### src/logic/icl_pkg.sv
package icl_pkg;

  // Widths of the synchroniser bank
  localparam int unsigned ICL_SYNC_W = 3;

  // Bit positions of the VMEbus-side levels within the synchroniser bank
  localparam int unsigned ICL_SB_GRANTED = 0;
  localparam int unsigned ICL_SB_SLV_REQ = 1;
  localparam int unsigned ICL_SB_SLV_RMW = 2;

  // Reset value of the synchroniser flops
  localparam logic ICL_SYNC_RST = 1'h0;

  // Sequencer states
  typedef enum logic [2:0] {
    ICL_ST_IDLE     = 3'h0,
    ICL_ST_WAIT_VME = 3'h1,
    ICL_ST_RUN      = 3'h2,
    ICL_ST_RETRY    = 3'h3,
    ICL_ST_VME_SLV  = 3'h4,
    ICL_ST_VME_GAP  = 3'h5
  } icl_state_t;

endpackage : icl_pkg

### src/logic/icl_sync_if.sv
`timescale 1ns/1ps
interface icl_sync_if #(
  parameter int unsigned W = 3
);
  logic [W-1:0] raw;
  logic [W-1:0] sync;

  modport owner (output raw, input sync);
  modport bank  (input raw, output sync);
endinterface : icl_sync_if

### src/logic/icl_sync_bank.sv
`timescale 1ns/1ps
module icl_sync_bank
  import icl_pkg::*;
#(
  parameter int unsigned W = ICL_SYNC_W
) (
  input  wire logic clk,
  input  wire logic reset,
  input  wire logic clk_en,
  icl_sync_if.bank  sif
);

  // Refuse an empty bank
  if (W < 1) begin : g_bad_width
    $error("icl_sync_bank: W must be at least 1");
  end

  // Two flops per level; the first is read only by the second
  for (genvar i = 0; i < W; i++) begin : g_bit
    logic meta_q;
    logic sync_q;
    always_ff @(posedge clk or posedge reset) begin
      if (reset) begin
        meta_q <= ICL_SYNC_RST;
        sync_q <= ICL_SYNC_RST;
      end else if (clk_en) begin
        meta_q <= sif.raw[i];
        sync_q <= meta_q;
      end
    end
    assign sif.sync[i] = sync_q;
  end

endmodule : icl_sync_bank

### src/logic/icl_lock.sv
`timescale 1ns/1ps
module icl_lock
  import icl_pkg::*;
(
  input  wire logic clk,
  input  wire logic reset,
  input  wire logic clk_en,
  input  wire logic multi_rmw_hold_bit,
  input  wire logic cpu_cycle_req,
  input  wire logic cpu_rmw_lock,
  input  wire logic cpu_multi_addr,
  input  wire logic cpu_target_vme,
  input  wire logic cpu_seq_end,
  input  wire logic vme_bus_granted,
  input  wire logic vme_slave_req,
  input  wire logic vme_slave_rmw,
  output logic      cpu_proceed,
  output logic      cpu_lb_grant,
  output logic      cpu_berr,
  output logic      cpu_halt,
  output logic      vme_bus_req,
  output logic      vme_rmw_lock,
  output logic      vme_lb_grant,
  output logic      seq_is_multi
);

  icl_state_t state_q;
  icl_state_t state_d;
  logic       granted_s;
  logic       slv_req_s;
  logic       slv_rmw_s;
  logic       locked_q;
  logic       multi_q;
  logic       start_ok;
  logic       need_vme;
  logic       seq_start;
  logic       seq_clear;

  icl_sync_if #(.W(ICL_SYNC_W)) sif ();

  // Refuse a sync bank too narrow for the three VMEbus levels
  if (ICL_SYNC_W <= ICL_SB_GRANTED || ICL_SYNC_W <= ICL_SB_SLV_REQ
      || ICL_SYNC_W <= ICL_SB_SLV_RMW) begin : g_bad_bank
    $error("icl_lock: sync bank narrower than its level map");
  end

  // Two levels sharing one flop pair would alias two of grant, slave request and slave rmw
  if (ICL_SB_GRANTED == ICL_SB_SLV_REQ || ICL_SB_GRANTED == ICL_SB_SLV_RMW
      || ICL_SB_SLV_REQ == ICL_SB_SLV_RMW) begin : g_bad_map
    $error("icl_lock: sync bank positions overlap");
  end

  // VMEbus levels are asynchronous to the local clock
  assign sif.raw[ICL_SB_GRANTED] = vme_bus_granted;
  assign sif.raw[ICL_SB_SLV_REQ] = vme_slave_req;
  assign sif.raw[ICL_SB_SLV_RMW] = vme_slave_rmw;
  assign granted_s               = sif.sync[ICL_SB_GRANTED];
  assign slv_req_s               = sif.sync[ICL_SB_SLV_REQ];
  assign slv_rmw_s               = sif.sync[ICL_SB_SLV_RMW];

  icl_sync_bank #(.W(ICL_SYNC_W)) u_sync (
    .clk    (clk),
    .reset  (reset),
    .clk_en (clk_en),
    .sif    (sif)
  );

  // Whether a new request must wait for VMEbus mastership
  always_comb begin
    need_vme = 1'h0;
    if (cpu_target_vme) begin
      need_vme = 1'h1;
    end else if (cpu_rmw_lock && cpu_multi_addr && multi_rmw_hold_bit) begin
      // Cost of the hold bit: DRAM-only locked multi-address runs pay for arbitration
      need_vme = 1'h1;
    end
    // Hold bit clear: DRAM-only multi-address runs at once, no lock vs others
    start_ok = !need_vme;
  end

  // Sequencer
  always_comb begin
    state_d = state_q;
    unique case (state_q)
      ICL_ST_IDLE: begin
        // Slave side wins here between processor sequences; mid-sequence it wins only through a retry
        if (slv_req_s) begin
          state_d = ICL_ST_VME_SLV;
        end else if (cpu_cycle_req) begin
          state_d = start_ok ? ICL_ST_RUN : ICL_ST_WAIT_VME;
        end
      end
      ICL_ST_WAIT_VME: begin
        // Processor holds local bus for a VMEbus cycle: deadlock, so retry
        if (slv_req_s) begin
          state_d = ICL_ST_RETRY;
        end else if (granted_s) begin
          state_d = ICL_ST_RUN;
        end
      end
      ICL_ST_RUN: begin
        if (slv_req_s && cpu_target_vme && !granted_s) begin
          state_d = ICL_ST_RETRY;
        end else if (cpu_seq_end) begin
          state_d = ICL_ST_IDLE;
        end
      end
      ICL_ST_RETRY: begin
        // Processor aborts by dropping its request
        if (!cpu_cycle_req) begin
          state_d = ICL_ST_VME_SLV;
        end
      end
      ICL_ST_VME_SLV: begin
        if (!slv_req_s) begin
          state_d = slv_rmw_s ? ICL_ST_VME_GAP : ICL_ST_IDLE;
        end
      end
      ICL_ST_VME_GAP: begin
        // Local bus may be rearbitrated, but not back to the processor
        if (slv_req_s) begin
          state_d = ICL_ST_VME_SLV;
        end else if (!slv_rmw_s) begin
          state_d = ICL_ST_IDLE;
        end
      end
      default: state_d = ICL_ST_IDLE;
    endcase
  end

  always_ff @(posedge clk or posedge reset) begin
    if (reset) begin
      state_q <= ICL_ST_IDLE;
    end else if (clk_en) begin
      state_q <= state_d;
    end
  end

  // A processor sequence starts when idle is left without a slave claim
  assign seq_start = (state_q == ICL_ST_IDLE) && (state_d != ICL_ST_IDLE) && !slv_req_s;
  // Ending or aborting drops the class, so a retried cycle is classed anew
  assign seq_clear = (state_d == ICL_ST_IDLE) || (state_d == ICL_ST_RETRY);

  // Locked flag, taken at the start and kept until the sequence ends or is retried
  always_ff @(posedge clk or posedge reset) begin
    if (reset) begin
      locked_q <= 1'h0;
    end else if (clk_en) begin
      if (seq_start) begin
        locked_q <= cpu_rmw_lock;
      end else if (seq_clear) begin
        locked_q <= 1'h0;
      end
    end
  end

  // Multi-address class; the lock qualifier keeps plain bursts out of it
  always_ff @(posedge clk or posedge reset) begin
    if (reset) begin
      multi_q <= 1'h0;
    end else if (clk_en) begin
      if (seq_start) begin
        multi_q <= cpu_rmw_lock && cpu_multi_addr;
      end else if (seq_clear) begin
        multi_q <= 1'h0;
      end
    end
  end

  // Output decode; handshake levels straight from state
  always_comb begin
    cpu_proceed  = 1'h0;
    cpu_lb_grant = 1'h0;
    cpu_berr     = 1'h0;
    cpu_halt     = 1'h0;
    vme_bus_req  = 1'h0;
    vme_rmw_lock = 1'h0;
    vme_lb_grant = 1'h0;
    unique case (state_q)
      ICL_ST_IDLE: begin
        cpu_lb_grant = 1'h1;
      end
      ICL_ST_WAIT_VME: begin
        // Processor keeps the local bus while it waits for mastership
        cpu_lb_grant = 1'h1;
        vme_bus_req  = 1'h1;
      end
      ICL_ST_RUN: begin
        cpu_proceed  = 1'h1;
        cpu_lb_grant = 1'h1;
        // Mastership kept for the whole locked run, not only the first access
        vme_bus_req  = cpu_target_vme || (locked_q && granted_s);
        // Lock only once granted; a DRAM-only locked run claims the VMEbus only when multi-address with the hold bit set
        vme_rmw_lock = locked_q && granted_s;
      end
      ICL_ST_RETRY: begin
        // Retry pair: bus error and halt always rise and fall together
        cpu_lb_grant = 1'h1;
        cpu_berr     = 1'h1;
        cpu_halt     = 1'h1;
      end
      ICL_ST_VME_SLV: begin
        vme_lb_grant = 1'h1;
      end
      ICL_ST_VME_GAP: begin
        // Nobody owns the local bus between the remote halves
        cpu_lb_grant = 1'h0;
      end
      default: begin
        cpu_lb_grant = 1'h0;
      end
    endcase
  end

  // Class flag straight from its flop
  assign seq_is_multi = multi_q;

endmodule : icl_lock

### config.mk
export PLATFORM = sky130hd
export DESIGN_NAME = icl_lock
export DESIGN_NICKNAME = d
export VERILOG_FILES = /design/src/logic/icl_pkg.sv /design/src/logic/icl_sync_if.sv /design/src/logic/icl_sync_bank.sv /design/src/logic/icl_lock.sv
export SDC_FILE = /design/constraint.sdc
export NUM_CORES = 1
export LEC_CHECK = 0
export BUFFER_PORTS_ARGS = -buffer_cell sky130_fd_sc_hd__buf_2
export CAP_MARGIN = 20
export CORE_MARGIN = 2
export CORE_UTILIZATION = 53
export DETAILED_ROUTE_END_ITERATION = 8
export PLACE_DENSITY = 0.87
export SYNTH_ARGS = -nofsm -noshare
export SYNTH_HDL_FRONTEND = slang
export SYNTH_SLANG_ARGS = --single-unit
### constraint.sdc
create_clock -name clk -period 4.2 [get_ports clk]
set_input_delay 0.42 -clock clk [delete_from_list [all_inputs] [get_ports clk]]
set_output_delay 0.42 -clock clk [all_outputs]
set_load 0.005 [all_outputs]
==> flow_summary.json, run 1 <==
{
  "worstPathArrival_ns": 1.46,
  "slew_viol_final": 0,
  "std_cell_rows": 13,
  "antenna_found_initial": 0,
  "synth_top_area_share_pct": 38.5,
  "drtPass1Iterations": 4,
  "clk_latency_ns": 0.26,
  "status": "completed",
  "drt_wl_total_um": 1470,
  "p_leak_nw": 0.385,
  "cts_max_path_buffers": 2,
  "power.density_mw_per_mm2": 518,
  "path_clk_slew_ns": 0.06,
  "tightest_slew_ns": 0.421,
  "drtIter0Drc": 14,
  "ys_seq_elements": 11,
  "die_h_um": 40.7,
  "cp_max_fo": 8,
  "root_buffer": "clkbuf_4",
  "grt_pass1_vias": 507,
  "antenna_left": 0,
  "skew_ns": 0.000796,
  "wl_per_cell_um": 13.5,
  "finalCritPeriodShare_pct": 44.8,
  "rr_startpoint": "u_sync.g_bit[1].sync_q",
  "syn_area_um2": 714,
  "grt_max_degree": 16,
  "cp-end-kind": "output port",
  "async_flop_share_pct": 100,
  "fin_crit_ns": 1.88,
  "critPathLaunchType": "register",
  "grt_pass1_wl_um": 2240,
  "syn_to_final_growth_pct": 15.8,
  "crit_required_ns": 3.78,
  "synth_area_leaders": "dfrtp_1 (39%), mux2_2 (9.5%), inv_1 (3.7%)",
  "crit_start": "state_q[1]",
  "h-tree-depth": 1,
  "die_w_um": 40.7,
  "start_util_pct": 55.6,
  "reg2reg_to": "locked_q",
  "ys.warnings.count": 0,
  "cts_buffers": 3,
  "slew_headroom_pct": 71.9,
  "cts_tree": "yes",
  "hold_viol_final": 0,
  "setup_tns_ns": 0,
  "final-setup-viol-count": 0,
  "r2r_slack_ns": 2.56,
  "fillers": 118,
  "die_area_mm2": 0.00166,
  "ys_dominant_reg_cell": "dfrtp_1",
  "clock.fmax_mhz": 531,
  "worst-r2r-cell-count": 5,
  "avgSynthCellArea_um2": 9.53,
  "num_antenna_cells": 0,
  "rsz0062_at_grt": "no",
  "hold_path.class": "input port to async pin",
  "yosys.area.top_type": "dfrtp_1",
  "nNetsFinal": 107,
  "cts.sinks": 11,
  "hpwl_um": 1150,
  "ys_seq_area_share_pct": 38.5,
  "finalWeightedCongestion": 0.838,
  "cts-resized-gates": 0,
  "port-buffer-count": 19,
  "final_util_pct": 64.4,
  "yosysUniqueCellTypes": 34,
  "cap_violations": 0,
  "num_vias": 648,
  "core-area_mm2": 0.00128,
  "synth_nets": 87,
  "track_usage_pct": 21.4,
  "drive_gt1_share_pct": 36.2,
  "boundaryPins": 20,
  "synth_cells": 75,
  "avgViaCountPerCell": 5.94,
  "holdBufCountCts": 0,
  "postCtsSetupBuffers": 0,
  "cp-endpoint": "vme_rmw_lock",
  "ir_drop_mv": 0.258,
  "synth-edff-count": 0,
  "grt_overflow": 0,
  "drc": 0,
  "path_class": "register to output port"
}
==> per-layer routing <==
layer	wire length [um]	vias up	share of wire, %	track usage (%)
met3	73	2	5.0	4.89
met4	14	0	0.95	15.0
met5	0	-	0	0
met2	704	23	48	33.7
met1	680	312	46	25.6
li1	-	311	-	-
==> sequential cells by signal (all words and copies together), names as in the netlist <==
| signal | flops |
|---|---|
| u_sync.g_bit.sync_q | 3 |
| state_q | 3 |
| u_sync.g_bit.meta_q | 3 |
| locked_q | 1 |
| seq_is_multi | 1 |
==> Yosys cell counts, drive strengths merged (3+ instances only) <==
cell,n
o211ai,3
nand2,4
nor3,3
buf,3
o21ai,7
dfrtp,11
a21oi,3
and3,3
inv,7
o2111ai,3
mux2,6
nor2,3
==> cell families after synthesis <==
kind of cell    count (synthesis)  synth area share [%]
mux                             6                  9.46
simple gates                   23                  20.1
compound gates                 24                  24.3
buf+inv                        11                  7.53
flops                          11                  38.5
==> where the power goes <==
| group | internal [mW] | leakage [nW] | switching, mW |
|---|---|---|---|
| combinational | 0.0843 | 0.235 | 0.0946 |
| sequential | 0.132 | 0.135 | 0.0484 |
| clock | 0.0367 | 0.0150 | 0.0326 |
==> cell usage in the layout, fill, tap and decap left out, types with 2 or more instances in the layout <==
master     netlist  layout
mux2_2           6       6
o211ai_1         2       2
o21a_1           2       2
nand2_1          4       4
inv_1            7       7
nor2b_1          2       2
buf_2            1      19
a21oi_1          3       3
and3_1           3       3
dfrtp_1         11      11
o21ai_0          5       5
clkbuf_4         0       3
o2111ai_1        3       3
nor2_1           3       3
nor3_1           3       3
==> worst min path at each step <==
stage,from,endpoint,slack (ns)
finish,reset,state_q[0],0.13
global route,reset,u_sync.g_bit[0].sync_q,0.17
CTS,reset,u_sync.g_bit[2].sync_q,0.13
detailed placement,reset,state_q[0],0.42
global placement,reset,state_q[0],0.43
floorplan,reset,locked_q,0.27
==> critical path, cell delays in order, from the launching register on <==
cell     delay, ns
dfrtp_1       0.50
inv_1         0.14
nor3_1        0.26
and3_1        0.18
buf_2         0.11
==> final cells by class <==
cell class | instances | area, um^2 | share of cell area [%]
Multi-Input combinational cell | 53 | 385 | 46.6
Timing Repair Buffer | 19 | 95.1 | 11.5
Tap cell | 15 | 18.8 | 2.27
Inverter | 7 | 26.3 | 3.18
Sequential cell | 11 | 275 | 33.3
Clock buffer | 4 | 26.3 | 3.18
==> metrics by stage <==
step	hold slack (ns)	std cells	setup WS [ns]	cell area, um^2	total power, mW
floorplan	0.272	75	2.77	714	0.312
global placement	0.428	105	2.61	801	0.352
detailed placement	0.418	105	2.57	801	0.359
CTS	0.132	109	2.31	827	0.431
global route	0.166	109	2.19	827	0.464
finish	0.128	109	2.32	827	0.428
Note: power is estimated with default switching activity, not from simulation.
==> run 2: changes to the inputs <==
ABC_AREA = 1   (was default)
CORE_ASPECT_RATIO = 1.1   (was default)
CORE_UTILIZATION = 45   (was 53)
PLACE_DENSITY = 0.78   (was 0.87)
clock period = 1.7 ns   (was 4.2 ns; I/O delays follow)
==> run 2 against run 1 <==
Compared with the run above: total power grew to 2.8 times the previous value; combinational power rose to 3.5 times the previous value; critical path depth did not move; core utilization down 7.9 points; cell area up 8.9%; first-iteration DRC count rose by 120%; non-clock buffer count up 1; worst hold slack improved by 0.0095 ns; largest cell class unchanged; highest routed layer unchanged; via count rose by 19%; routed wire length up 7.0%.
==> flow_summary.json, run 2 <==
{
  "drive_gt1_share_pct": 33.3,
  "critPathLaunchType": "register",
  "rsz0062_at_grt": "no",
  "root_buffer": "clkbuf_4",
  "path_class": "register to output port",
  "clock.fmax_mhz": 650,
  "num_antenna_cells": 0,
  "die_area_mm2": 0.00206,
  "skew_ns": 0.00507,
  "synth-edff-count": 0,
  "ys_seq_elements": 11,
  "wl_per_cell_um": 10.6,
  "avgViaCountPerCell": 5.15,
  "synth_commonest_cells": "nand2_1 (33), nor2_1 (12), dfrtp_1 (11), inv_1 (11), o21ai_0 (9)",
  "drtPass1Iterations": 4,
  "holdWs_ns": 0.137,
  "power.density_mw_per_mm2": 1350,
  "track_usage_pct": 16.5,
  "die_w_um": 43.5,
  "cts_tree": "yes",
  "crit_chain": "inv_2 > nand3_2 > o21ai_0 > buf_2",
  "fillers": 148,
  "drt_wl_total_um": 1580,
  "syn_to_final_growth_pct": 16.9,
  "hold_viol_final": 0,
  "drtIter0Drc": 31,
  "clk_latency_ns": 0.26,
  "worstPathArrival_ns": 1.37,
  "cts_max_path_buffers": 2,
  "syn_area_um2": 771,
  "start_util_pct": 48.3,
  "fin_crit_ns": 1.54,
  "hpwl_um": 1290,
  "h-tree-depth": 1,
  "cts.sinks": 11,
  "finalWeightedCongestion": 0.838,
  "cap_violations": 0,
  "async_flop_share_pct": 100,
  "ys_seq_area_share_pct": 35.7,
  "hold_path.class": "input port to register",
  "slew_viol_final": 0,
  "cpMaxStageDelayCell": "dfrtp_1",
  "synth_top_area_share_pct": 35.7,
  "crit_required_ns": 1.53,
  "setup_tns_ns": 0,
  "finalPower_mw": 1.21,
  "yosys.area.top_type": "dfrtp_1",
  "boundaryPins": 20,
  "avgSynthCellArea_um2": 6.94,
  "die_h_um": 47.4,
  "num_vias": 768,
  "final_cell_mix": "nand2_1 (33), buf_2 (19), nor2_1 (12)",
  "ys.warnings.count": 0,
  "ir_drop_mv": 0.699,
  "reg_top3": "state_q x3, u_sync.g_bit.meta_q x3, u_sync.g_bit.sync_q x3",
  "slew_headroom_pct": 73.2,
  "yosysUniqueCellTypes": 18,
  "std_cell_rows": 15,
  "synth_nets": 123,
  "antenna_left": 0,
  "cts_buffers": 3,
  "final-setup-viol-count": 0,
  "critPathMaxStageDelay_ns": 0.46,
  "p_leak_nw": 0.512,
  "grt_pass1_wl_um": 2530,
  "grt_max_degree": 19,
  "core-area_mm2": 0.00160,
  "cp_max_fo": 6,
  "finalCritPeriodShare_pct": 90.5,
  "antenna_found_initial": 0,
  "grt_pass1_vias": 636,
  "grt_overflow": 0,
  "drc": 0,
  "cp-end-kind": "output port",
  "status": "completed",
  "synth_most_common_cell": "nand2_1",
  "path_clk_slew_ns": 0.07,
  "final_common_cell": "nand2_1",
  "port-buffer-count": 19,
  "nNetsFinal": 145,
  "synth_area_leaders": "dfrtp_1 (36%), nand2_1 (16%), nand3_2 (6.5%)",
  "tightest_slew_ns": 0.402,
  "ys_dominant_reg_cell": "dfrtp_1",
  "synth_cells": 111
}
[run 2: cell types whose count changed in the layout (fill, tap and decap cells not counted), sizes merged, moves of 8 or more]
cell | before | now
nand2 | 4 | 35
nor2 | 3 | 18
nand3 | 1 | 10
inv | 7 | 15
[run 2: power by group]
part | internal [mW] | switching [mW]
clock network | 0.0905 | 0.0773
logic | 0.238 | 0.395
registers | 0.326 | 0.0865
[run 2: kinds of logic (layout without fill, tap and decap cells)]
logic type / after synthesis / count (layout) / share of synthesized area, %
compound gates: 12 / 12 / 7.79
simple gates: 67 / 67 / 41.9
flops: 11 / 11 / 35.7
mux: 3 / 3 / 4.38
buf+inv: 18 / 39 / 10.2
[run 2: metrics by stage]
stage / worst slack [ns] / utilization, % / cells / cell area (um^2)
6_report: 0.162 / 56.5 / 149 / 901
5_1_grt: 0.0156 / 56.5 / 149 / 901
4_1_cts: 0.105 / 56.5 / 149 / 901
3_5_place_dp: 0.121 / 54.2 / 144 / 865
3_3_place_gp: 0.133 / 54.2 / 144 / 865
2_1_floorplan: 0.379 / - / 111 / 771
[run 2: worst paths after layout]
path | slack [ns] | cells past startpoint | startpoint | endpoint
hold reg to reg | 0.48 | 2 | seq_is_multi | seq_is_multi
min in group asynchronous | 0.43 | 3 | reset | state_q[0]
max in group asynchronous | 0.98 | 3 | reset | u_sync.g_bit[0].meta_q
hold / removal | 0.14 | 2 | vme_slave_rmw | u_sync.g_bit[2].meta_q
setup reg to reg | 0.16 | 12 | u_sync.g_bit[1].sync_q | seq_is_multi
setup / recovery | 0.16 | 4 | state_q[2] | vme_bus_req
[run 2: routing by layer]
layer,GRT usage (%),vias to the layer above,routed length (um)
met1,21.8,344,728
met2,27.2,26,751
met3,1.15,2,87
met5,0,-,0
li1,-,396,-
met4,9.09,0,8
[run 2: what timing repair did]
action                                  4_1_cts  5_1_grt
gates resized for setup                       0        1
endpoints found under the setup margin        0        2
buffers inserted                              0        0
hold endpoints to repair                     11        0
hold buffers                                  1        0
[run 2: cell type report]
| class | instances | area, um^2 | share of cell area, % |
|---|---|---|---|
| clock buffers | 4 | 26.3 | 2.92 |
| inverters | 15 | 56.3 | 6.25 |
| multi-input cells | 82 | 417 | 46.3 |
| flip-flops and latches | 11 | 275 | 30.6 |
| well taps | 17 | 21.3 | 2.36 |
| repair buffers | 20 | 105 | 11.7 |
[run 2: critical path, delay by kind of cell (launching register included)]
kind	cells	cell delay, ns
simple gates	1	0.16
flops	1	0.46
compound gates	1	0.19
buf+inv	2	0.29
==> run 3: changes to the inputs <==
ABC_AREA = default   (was 1)
PLACE_DENSITY = 0.79   (was 0.78)
==> run 3 against run 2 <==
Compared with the run above: core utilization hardly changed; first-iteration DRC count is 61% lower; fmax down 5.7%; cell area down 4.7%; final cell count fell by 24%; critical path type is now register to register; critical endpoint is now locked_q.
==> flow_summary.json, run 3 (synthesis gave the netlist of run 1 again) <==
{
  "slew_headroom_pct": 71.9,
  "syn_to_final_growth_pct": 20.1,
  "clk_latency_ns": 0.26,
  "start_util_pct": 47.0,
  "slew_viol_final": 0,
  "cts.sinks": 11,
  "critPathLaunchType": "register",
  "skew_ns": 0.00115,
  "core-area_mm2": 0.00152,
  "antenna_left": 0,
  "wl_per_cell_um": 14.5,
  "num_vias": 655,
  "status": "completed",
  "clock.fmax_mhz": 613,
  "die_w_um": 42.0,
  "drive_gt1_share_pct": 38.5,
  "worstPathArrival_ns": 1.76,
  "setup_tns_ns": 0,
  "grt_max_degree": 16,
  "drtPass1Iterations": 4,
  "drc": 0,
  "port-buffer-count": 19,
  "cpMaxStageDelayCell": "dfrtp_1",
  "rsz0062_at_grt": "no",
  "fin_crit_ns": 1.63,
  "hold_viol_final": 0,
  "cts_tree": "yes",
  "root_buffer": "clkbuf_4",
  "critPathMaxStageDelay_ns": 0.49,
  "boundaryPins": 20,
  "crit_required_ns": 1.83,
  "tightest_slew_ns": 0.421,
  "hpwl_um": 1210,
  "final_cell_mix": "buf_2 (19), dfrtp_1 (9), inv_1 (7)",
  "holdWs_ns": 0.133,
  "cap_violations": 0,
  "h-tree-depth": 1,
  "grt_overflow": 0,
  "grt_pass1_vias": 621,
  "cts_buffers": 3,
  "num_antenna_cells": 0,
  "crit_chain": "o21ai_0 > o22a_1 > o211ai_1 > o31ai_2 > o2111ai_1",
  "avgViaCountPerCell": 5.80,
  "track_usage_pct": 19.0,
  "antenna_found_initial": 0,
  "postCtsSetupBuffers": 0,
  "reg_top3": "state_q x3, u_sync.g_bit.meta_q x3, u_sync.g_bit.sync_q x3",
  "drtIter0Drc": 12,
  "final_util_pct": 56.5,
  "die_h_um": 45.8,
  "finalWeightedCongestion": 0.873,
  "nNetsFinal": 109,
  "power.density_mw_per_mm2": 1290,
  "die_area_mm2": 0.00192,
  "drt_wl_total_um": 1630,
  "cts_max_path_buffers": 2,
  "crit_start": "u_sync.g_bit[1].sync_q",
  "cp-end-kind": "register",
  "cp_max_fo": 8,
  "holdCritStartpoint": "vme_slave_req",
  "rr_startpoint": "u_sync.g_bit[1].sync_q",
  "path_class": "register to register",
  "finalCritPeriodShare_pct": 95.9,
  "ir_drop_mv": 0.622,
  "final-setup-viol-count": 0,
  "hold_path.class": "input port to register",
  "std_cell_rows": 15,
  "path_clk_slew_ns": 0.07,
  "p_leak_nw": 0.392,
  "grt_pass1_wl_um": 2670,
  "final_common_cell": "buf_2",
  "fillers": 143
}
[run 3: what timing repair did]
item                                    4_1_cts  5_1_grt
endpoints found under the setup margin        0        3
hold buffers                                  1        0
gates resized for setup                       0        3
endpoints found under the hold margin        11        0
[run 3: final timing paths]
kind                                          endpoint  slack [ns]  depth (start not counted)
min in group asynchronous       u_sync.g_bit[0].sync_q        0.44                          3
worst min register to register  u_sync.g_bit[2].sync_q        0.51                          1
max in group asynchronous                   state_q[1]        0.95                          3
worst max register to register                locked_q        0.07                          5
worst max-delay path                          locked_q        0.07                          5
worst min-delay path            u_sync.g_bit[1].meta_q        0.13                          2
[run 3: worst max-delay path: cells and delay by family (launching register included)]
kind | cells | cell delay [ns]
AO/OA/AOI/OAI | 5 | 1.00
flip-flops | 1 | 0.49
[run 3: report_power, final]
part           leakage (nW)  internal [mW]  switching (mW)  total, mW
logic                 0.245          0.230           0.250      0.481
clock network        0.0150         0.0907          0.0845      0.175
registers             0.132          0.329           0.122      0.451
[run 3: metrics by stage]
step           worst slack [ns]  instances  power [mW]  instance area [um^2]
6_report                 0.0691        113        1.11                   858
5_1_grt                0.000105        113        1.19                   858
4_1_cts                  0.0661        113        1.09                   847
3_5_place_dp             0.0770        108       0.904                   811
3_3_place_gp              0.136        108       0.887                   811
2_1_floorplan             0.267         75       0.771                   714
[run 3: per-layer routing]
| layer | vias to the layer above | global-route usage (%) | wire length (um) |
|---|---|---|---|
| met3 | 4 | 3.97 | 76 |
| met4 | 0 | 12.3 | 34 |
| met2 | 21 | 28.7 | 810 |
| met5 | - | 0 | 0 |
| met1 | 311 | 24.8 | 712 |
| li1 | 319 | - | - |
[run 3: layout make-up]
type,instances,area (um^2),area share (%)
inverters,7,26.3,3.06
clock buffers,4,26.3,3.06
multi-input cells,53,394,45.9
flip-flops and latches,11,278,32.4
well taps,17,21.3,2.48
repair buffers,21,113,13.1
